`config.mk`:
```
export PLATFORM = sky130hd
export DESIGN_NAME = autocycle_convert_and_pin_mux
export DESIGN_NICKNAME = d
export VERILOG_FILES = /design/src/core/autocycle_pkg.sv /design/src/core/autocycle_convert_and_pin_mux.sv /design/src/core/pin_priority_mux.sv
export SDC_FILE = /design/constraint.sdc
export NUM_CORES = 1
export LEC_CHECK = 0
export BUFFER_PORTS_ARGS = -buffer_cell sky130_fd_sc_hd__buf_2
export CAP_MARGIN = 20
export CORE_MARGIN = 3
export CORE_UTILIZATION = 57
export DETAILED_ROUTE_END_ITERATION = 7
export GPL_ROUTABILITY_DRIVEN = 0
export PLACE_DENSITY = 0.82
export SYNTH_ARGS = -nofsm -noshare
export SYNTH_HDL_FRONTEND = slang
export SYNTH_SLANG_ARGS = --single-unit
```
`constraint.sdc`:
```
create_clock -name clk -period 2.6 [get_ports clk]
set_clock_uncertainty 0.05 [all_clocks]
set_input_delay 0.39 -clock clk [delete_from_list [all_inputs] [get_ports clk]]
set_output_delay 0.39 -clock clk [all_outputs]
set_load 0.005 [all_outputs]
```
`src/core/autocycle_pkg.sv`:
```
package autocycle_pkg;

  // ****************************************
  // mode-change command
  // ****************************************
  localparam logic [4:0] REG_CONFIG_CMD = 5'h0A;
  localparam int CMD_BITS = 5;

  // ****************************************
  // timing
  // ****************************************
  localparam int CLK_MHZ = 40;
  // period codes 0..7 in microseconds
  localparam int PERIOD_US_0 = 10;
  localparam int PERIOD_US_1 = 20;
  localparam int PERIOD_US_2 = 40;
  localparam int PERIOD_US_3 = 80;
  localparam int PERIOD_US_4 = 100;
  localparam int PERIOD_US_5 = 200;
  localparam int PERIOD_US_6 = 400;
  localparam int PERIOD_US_7 = 800;
  localparam int PERIOD_CYC_0 = PERIOD_US_0 * CLK_MHZ;
  localparam int PERIOD_CYC_1 = PERIOD_US_1 * CLK_MHZ;
  localparam int PERIOD_CYC_2 = PERIOD_US_2 * CLK_MHZ;
  localparam int PERIOD_CYC_3 = PERIOD_US_3 * CLK_MHZ;
  localparam int PERIOD_CYC_4 = PERIOD_US_4 * CLK_MHZ;
  localparam int PERIOD_CYC_5 = PERIOD_US_5 * CLK_MHZ;
  localparam int PERIOD_CYC_6 = PERIOD_US_6 * CLK_MHZ;
  localparam int PERIOD_CYC_7 = PERIOD_US_7 * CLK_MHZ;
  localparam int PERIOD_W = 16;

  // ****************************************
  // reset values
  // ****************************************
  localparam logic RESET_CONV_MODE = 1'b1;

  // ****************************************
  // lane modes
  // ****************************************
  typedef enum logic [1:0] {LANE_SINGLE, LANE_DUAL, LANE_QUAD} laneMode_t;

endpackage : autocycle_pkg

```
`src/core/autocycle_convert_and_pin_mux.sv`:
```
`timescale 1ns/1ps
module autocycle_convert_and_pin_mux #(
  parameter bit FOUR_PIN = 1'b1,
  parameter int ALERT_DELAY_CYC = 4,
  parameter int IDLE_BUSY_CYC = 4
) (
  // clock and reset
  input wire logic clk,
  input wire logic nrst,
  // serial port, sampled synchronously
  input wire logic csN,
  input wire logic sclk,
  input wire logic serialIn,
  // configuration
  input wire logic autonomousEnableBit,
  input wire logic [2:0] autonomousPeriodField,
  input wire autocycle_pkg::laneMode_t laneMode,
  input wire logic alertEnable,
  input wire logic busyEnable,
  input wire logic [3:0] gpoEnable,
  input wire logic [3:0] gpoValue,
  // conversion core
  input wire logic convertStartPin,
  input wire logic conversionDone,
  input wire logic limitFlag,
  input wire logic [3:1] laneData,
  // status
  output logic convMode,
  output logic convertStart,
  output logic busyFlag,
  output logic alertFlag,
  // pins
  output logic sharedFlagPinZeroOut,
  output logic sharedFlagPinZeroOe,
  output logic auxPinOneOut,
  output logic auxPinOneOe,
  output logic auxPinTwoOut,
  output logic auxPinTwoOe,
  output logic auxPinThreeOut,
  output logic auxPinThreeOe
);

  // ****************************************
  // reset release
  // ****************************************
  logic [1:0] rstSync_q;
  logic rstN;
  always_ff @(posedge clk or negedge nrst) begin
    if (!nrst) begin
      rstSync_q <= 2'b00;
    end else begin
      rstSync_q <= {rstSync_q[0], 1'b1};
    end
  end
  assign rstN = rstSync_q[1];

  // ****************************************
  // serial command capture
  // ****************************************
  logic sclk_q, csN_q, cnvPin_q;
  logic [4:0] shift_q, shift_d;
  logic [2:0] bitCnt_q, bitCnt_d;
  logic armed_q, armed_d;
  logic pending_q, pending_d;
  logic convMode_q, convMode_d;
  logic sclkRise, csRise;

  assign sclkRise = sclk && !sclk_q;
  assign csRise = csN && !csN_q;

  always_comb begin
    shift_d = shift_q;
    bitCnt_d = bitCnt_q;
    armed_d = armed_q;
    pending_d = pending_q;
    convMode_d = convMode_q;
    if (!csN && sclkRise && convMode_q && armed_q) begin
      shift_d = {shift_q[3:0], serialIn};
      bitCnt_d = 3'(bitCnt_q + 3'h1);
      if (bitCnt_q == 3'(autocycle_pkg::CMD_BITS - 1)) begin
        armed_d = 1'b0;
        if ({shift_q[3:0], serialIn} == autocycle_pkg::REG_CONFIG_CMD) begin
          pending_d = 1'b1;
        end
      end
    end
    if (csRise) begin
      armed_d = 1'b0;
      if (pending_q) begin
        pending_d = 1'b0;
        convMode_d = 1'b0;
      end
    end
    // a new conversion re-arms the five-bit window; placed last so a start
    // that meets a fifth bit or a chip select rise still opens its window
    if (convertStart) begin
      armed_d = 1'b1;
      bitCnt_d = 3'h0;
    end
  end

  always_ff @(posedge clk or negedge rstN) begin
    if (!rstN) begin
      sclk_q <= 1'b0;
      csN_q <= 1'b1;
      cnvPin_q <= 1'b0;
      shift_q <= 5'h00;
      bitCnt_q <= 3'h0;
      armed_q <= 1'b0;
      pending_q <= 1'b0;
      convMode_q <= autocycle_pkg::RESET_CONV_MODE;
    end else begin
      sclk_q <= sclk;
      csN_q <= csN;
      cnvPin_q <= convertStartPin;
      shift_q <= shift_d;
      bitCnt_q <= bitCnt_d;
      armed_q <= armed_d;
      pending_q <= pending_d;
      convMode_q <= convMode_d;
    end
  end
  assign convMode = convMode_q;

  // ****************************************
  // autonomous convert-start timer
  // ****************************************
  function automatic logic [15:0] periodCycles(input logic [2:0] code);
    logic [15:0] c;
    c = 16'(autocycle_pkg::PERIOD_CYC_0);
    unique case (code)
      3'h0: c = 16'(autocycle_pkg::PERIOD_CYC_0);
      3'h1: c = 16'(autocycle_pkg::PERIOD_CYC_1);
      3'h2: c = 16'(autocycle_pkg::PERIOD_CYC_2);
      3'h3: c = 16'(autocycle_pkg::PERIOD_CYC_3);
      3'h4: c = 16'(autocycle_pkg::PERIOD_CYC_4);
      3'h5: c = 16'(autocycle_pkg::PERIOD_CYC_5);
      3'h6: c = 16'(autocycle_pkg::PERIOD_CYC_6);
      3'h7: c = 16'(autocycle_pkg::PERIOD_CYC_7);
    endcase
    return c;
  endfunction : periodCycles

  logic [15:0] tmr_q, tmr_d;
  logic running_q, running_d;
  logic autoPulse, extPulse;

  assign running_d = convMode_q && autonomousEnableBit;
  assign autoPulse = running_q && running_d && (tmr_q == 16'h0001);
  // external edges only when autonomous is off
  assign extPulse = !autonomousEnableBit && convMode_q && convertStartPin && !cnvPin_q;
  assign convertStart = autoPulse || extPulse;

  always_comb begin
    tmr_d = tmr_q;
    if (!running_d) begin
      tmr_d = 16'h0000;
    end else if (!running_q || autoPulse) begin
      // period sampled at period start only
      tmr_d = periodCycles(autonomousPeriodField);
    end else begin
      tmr_d = 16'(tmr_q - 16'h0001);
    end
  end

  always_ff @(posedge clk or negedge rstN) begin
    if (!rstN) begin
      tmr_q <= 16'h0000;
      running_q <= 1'b0;
    end else begin
      tmr_q <= tmr_d;
      running_q <= running_d;
    end
  end

  // ****************************************
  // busy and alert indicators
  // ****************************************
  logic busy_q, busy_d;
  logic alert_q, alert_d;
  logic [7:0] alertCnt_q, alertCnt_d;
  logic idleWindow;

  // idle gap before next start
  // a slow core could hold busy across the next start; forcing it low here
  // keeps the host's busy edge trustworthy, at the cost of an early drop
  assign idleWindow = running_q && (tmr_q <= 16'(IDLE_BUSY_CYC + 1));

  always_comb begin
    busy_d = busy_q;
    // busy high at start, low at done
    if (convertStart) begin
      busy_d = 1'b1;
    end else if (conversionDone) begin
      busy_d = 1'b0;
    end else if (idleWindow) begin
      busy_d = 1'b0;
    end
    alert_d = alert_q;
    alertCnt_d = alertCnt_q;
    // alert updated fixed delay after start
    if (convertStart) begin
      alertCnt_d = 8'(ALERT_DELAY_CYC);
    end else if (alertCnt_q != 8'h00) begin
      alertCnt_d = 8'(alertCnt_q - 8'h01);
      if (alertCnt_q == 8'h01) begin
        alert_d = limitFlag;
      end
    end
  end

  always_ff @(posedge clk or negedge rstN) begin
    if (!rstN) begin
      busy_q <= 1'b0;
      alert_q <= 1'b0;
      alertCnt_q <= 8'h00;
    end else begin
      busy_q <= busy_d;
      alert_q <= alert_d;
      alertCnt_q <= alertCnt_d;
    end
  end
  // indicators are registered, so the pins never glitch on them
  assign busyFlag = busy_q;
  assign alertFlag = alert_q;

  // ****************************************
  // pin priority
  // ****************************************
  logic dual, quad, lanesOn;
  assign quad = (laneMode == autocycle_pkg::LANE_QUAD);
  assign dual = (laneMode == autocycle_pkg::LANE_DUAL);
  // lanes tristate while chip select high
  assign lanesOn = !csN;

  logic [2:0] p0En, p0Val;
  logic [1:0] p2En, p2Val, p3En, p3Val;
  logic p1En;
  // pin zero order depends on variant
  assign p0En = FOUR_PIN ? {1'b0, busyEnable, alertEnable}
                         : {busyEnable, alertEnable, dual && lanesOn};
  assign p0Val = FOUR_PIN ? {1'b0, busy_q, alert_q} : {busy_q, alert_q, laneData[1]};
  assign p1En = FOUR_PIN && (dual || quad) && lanesOn;
  assign p2En = FOUR_PIN ? {alertEnable, quad && lanesOn} : 2'b00;
  assign p2Val = {alert_q, laneData[2]};
  assign p3En = FOUR_PIN ? {busyEnable, quad && lanesOn} : 2'b00;
  assign p3Val = {busy_q, laneData[3]};

  pin_priority_mux #(.N(3)) pinZero (
    .funcEn(p0En), .funcVal(p0Val), .gpoEn(gpoEnable[0]), .gpoVal(gpoValue[0]),
    .pinOut(sharedFlagPinZeroOut), .pinOe(sharedFlagPinZeroOe));
  pin_priority_mux #(.N(1)) pinOne (
    .funcEn(p1En), .funcVal(laneData[1]),
    .gpoEn(FOUR_PIN && gpoEnable[1]), .gpoVal(gpoValue[1]),
    .pinOut(auxPinOneOut), .pinOe(auxPinOneOe));
  pin_priority_mux #(.N(2)) pinTwo (
    .funcEn(p2En), .funcVal(p2Val),
    .gpoEn(FOUR_PIN && gpoEnable[2]), .gpoVal(gpoValue[2]),
    .pinOut(auxPinTwoOut), .pinOe(auxPinTwoOe));
  pin_priority_mux #(.N(2)) pinThree (
    .funcEn(p3En), .funcVal(p3Val),
    .gpoEn(FOUR_PIN && gpoEnable[3]), .gpoVal(gpoValue[3]),
    .pinOut(auxPinThreeOut), .pinOe(auxPinThreeOe));

endmodule : autocycle_convert_and_pin_mux

```
`src/core/pin_priority_mux.sv`:
```
`timescale 1ns/1ps
// one shared pin: first enabled function in priority order wins
module pin_priority_mux #(
  parameter int N = 4
) (
  // function requests, index 0 highest priority
  input wire logic [N-1:0] funcEn,
  input wire logic [N-1:0] funcVal,
  // gpio fallback
  input wire logic gpoEn,
  input wire logic gpoVal,
  // pin drive
  output logic pinOut,
  output logic pinOe
);

  always_comb begin
    pinOut = gpoVal;
    pinOe = gpoEn;
    for (int i = N - 1; i >= 0; i--) begin
      if (funcEn[i]) begin
        pinOut = funcVal[i];
        pinOe = 1'b1;
      end
    end
  end

endmodule : pin_priority_mux
```
==> flow_metrics.py <==
metrics = {
    "status": {
        "status": "completed",
    },
    "cts": {
        "clkSinkCount": 42,
        "cts_made_buffers": 5,
        "insertion_delay_ns": 0.30,
        "clk_pin_slew_ns": 0.09,
        "cts.htree.levels": 2,
        "cts_buffer_depth": 2,
        "cts.repair.resized": 0,
        "cts_root_buffer": "clkbuf_8",
        "holdBufCountCts": 1,
        "cts_tree": "yes",
        "cts_setup_buffers": 0,
    },
    "floorplan": {
        "dieWidth_um": 72.6,
        "fp.coreArea_um2": 4140,
        "initial_utilization_pct": 61.0,
        "rows": 23,
        "die_y_um": 72.6,
        "fp.dieArea_um2": 5270,
        "io_pins": 39,
    },
    "worst_setup_path": {
        "worstPathRequired_ns": 2.16,
        "cp-start-kind": "flip-flop",
        "path_max_fanout": 8,
        "r2r-start": "tmr_q[4]",
        "cp-end-kind": "output port",
        "arrival_ns": 1.83,
        "worstSetupPathType": "reg2out",
        "r2r_setup_slack_ns": 0.52,
        "crit_start": "tmr_q[4]",
    },
    "logic_synthesis": {
        "synth_nets": 293,
        "synth-compound-area-share_pct": 14.4,
        "ys_seq_area_share_pct": 41.7,
        "synthMuxAreaShare_pct": 7.52,
        "synth_cell_types": 61,
        "syn-cell-area_um2": 2530,
        "yosysWarnings": 0,
        "synth_fa_ha_area_share_pct": 6.93,
        "synth_ff_type": "dfrtp_1",
        "synth-seq-cells": 42,
        "async_flop_share_pct": 100,
        "synth-simple-area-share_pct": 20.5,
        "synth_cells": 252,
        "synth_top_family_by_area": "simple AND/OR/NAND/NOR gates",
        "synth_enable_flop_cells": 0,
        "synth_xor_xnor_area_share_pct": 4.16,
        "postSynthAreaPerCell_um2": 10.0,
    },
    "final_layout": {
        "nFillCells": 337,
        "final_common_cell": "dfrtp_1",
        "layout_common_cells": "40 x dfrtp_1, 38 x buf_2, 24 x nor2_1, 16 x inv_1, 14 x ha_1",
        "postLayoutCoreUtil_pct": 68.8,
        "nNetsFinal": 333,
        "areaGrowthSynthToFinish_pct": 12.9,
        "drive_above_1_share_pct": 25.3,
        "n_antenna_cell": 0,
    },
    "timing": {
        "grt_setup_unrepaired": "no",
        "hold_viol_final": 0,
        "period_minus_slack_ns": 2.27,
        "fin_setup_tns_ns": 0,
        "setup_ws_ns": 0.325,
        "slew_headroom_pct": 53.4,
        "min_period_over_period_pct": 87.5,
        "worst_pin_slew_ns": 0.693,
        "fmax_ghz": 0.440,
        "setup_viol": 0,
        "finalMaxSlewViolations": 0,
    },
    "grt": {
        "grt.overflow.total": 0,
        "grt_usage_pct": 22.1,
        "grt_pass1_wl_um": 9050,
        "grt_max_degree": 41,
        "antenna_found_initial": 0,
        "grt_pass1_vias": 1953,
    },
    "detailed_routing": {
        "routed_via_density": 5.97,
        "remaining_drc_errors": 0,
        "firstDrtPassIters": 4,
        "routedWlPerCell_um": 15.6,
        "routed-via-count": 2048,
        "drt_iter0_markers": 160,
        "ant_nets": 0,
        "routed_wl_um": 5360,
    },
    "power": {
        "seq_power_share_pct": 56.4,
        "combPwrFrac_pct": 7.1,
        "ir_drop_uv": 373,
        "swShare_pct": 24.3,
        "clock_power_share_pct": 36.5,
        "leakagePower_uw": 0.00140,
        "powerDensity_nw_per_um2": 409,
        "p_switching_uw": 284,
        "power.internal_uw": 883,
    },
    "hold_path": {
        "hp-class": "in2reg",
        "hold_path_startpoint": "convertStartPin",
    },
    "run": {
        "max-cap-violations": 0,
    },
    "placed_design": {
        "dp_slack_ns": 0.531,
        "port_buffers": 38,
        "dp_hpwl_um": 3990,
    },
}
cells by family after synthesis:
family / Yosys count
multiplexers: 18
other: 1
adder cells (fa/ha/maj): 14
buffers and inverters: 26
flip-flops: 42
XOR/XNOR: 12
AO/OA/AOI/OAI: 52
AND/OR/NAND/NOR: 87
routing by layer:
| metal | wire length (µm) | part of all wire (%) | GRT usage (%) |
|---|---|---|---|
| met1 | 2400 | 45 | 29.7 |
| met2 | 2550 | 48 | 35.9 |
| met3 | 342 | 6.4 | 4.82 |
| met4 | 61 | 1.1 | 6.56 |
| met5 | 0 | 0 | 0 |
power groups by stage:
stage | combinational [µW] | clock [µW] | sequential (µW)
2_1_floorplan | 32.1 | 0 | 679
3_3_place_gp | 80.2 | 0 | 671
3_5_place_dp | 82.8 | 0 | 671
4_1_cts | 84.4 | 433 | 658
5_1_grt | 94.0 | 472 | 659
6_report | 82.5 | 426 | 658
cell type report:
cell class	instances	area (µm²)	share of cell area, %
sequential	42	1050	36.9
tap	50	62.6	2.19
multi-input combinational	184	1360	47.5
timing repair buffer	43	230	8.07
clock inverter	3	21.3	0.746
clock buffer	5	68.8	2.41
inverter	16	60.1	2.11
through the flow:
| stage | instances | cell area, µm² | hold WS, ns | total power, µW |
|---|---|---|---|---|
| 2_1_floorplan | 252 | 2530 | 0.0444 | 712 |
| 3_3_place_gp | 334 | 2750 | 0.125 | 751 |
| 3_5_place_dp | 334 | 2750 | 0.129 | 754 |
| 4_1_cts | 343 | 2850 | 0.144 | 1180 |
| 5_1_grt | 343 | 2850 | 0.131 | 1220 |
| 6_report | 343 | 2850 | 0.146 | 1170 |
state kept, by name, indices dropped and copies added (netlist names), 2 cells and up:
signal	cells
bitCnt_q	3
tmr_q	16
shift_q	4
alertCnt_q	8
rstSync_q	2
cell usage after synthesis (all sizes together), types with 4 or more instances:
master / number / area share (%)
a21oi: 9 / 1.9
buf: 6 / 1.7
clkbuf: 4 / 0.59
dfrtp: 40 / 40
ha: 14 / 6.9
inv: 16 / 2.4
mux2: 8 / 3.6
mux2i: 10 / 4.0
nand2: 13 / 1.9
nand3: 4 / 1.3
nand4: 7 / 1.7
nor2: 24 / 3.6
nor3: 7 / 1.6
nor4: 6 / 2.6
o21ai: 11 / 2.2
or3: 5 / 1.2
or4: 4 / 1.3
xnor2: 8 / 2.8
xor2: 4 / 1.4
final timing paths:
path,to,cells past startpoint
worst max-delay path,convertStart,4
worst min-delay path,cnvPin_q,1
worst max register to register,tmr_q[13],4
worst min register to register,alertCnt_q[1],1
max in group asynchronous,csN_q,1
min in group asynchronous,alertCnt_q[1],1
worst max-delay path: stages (launching register included):
cell and delay [ns]:
dfrtp_1 0.49, nor4_4 0.47, nand2_1 0.19, o21ai_1 0.23
buf_2 0.15
No activity file was read; power rests on OpenSTA's default activity.
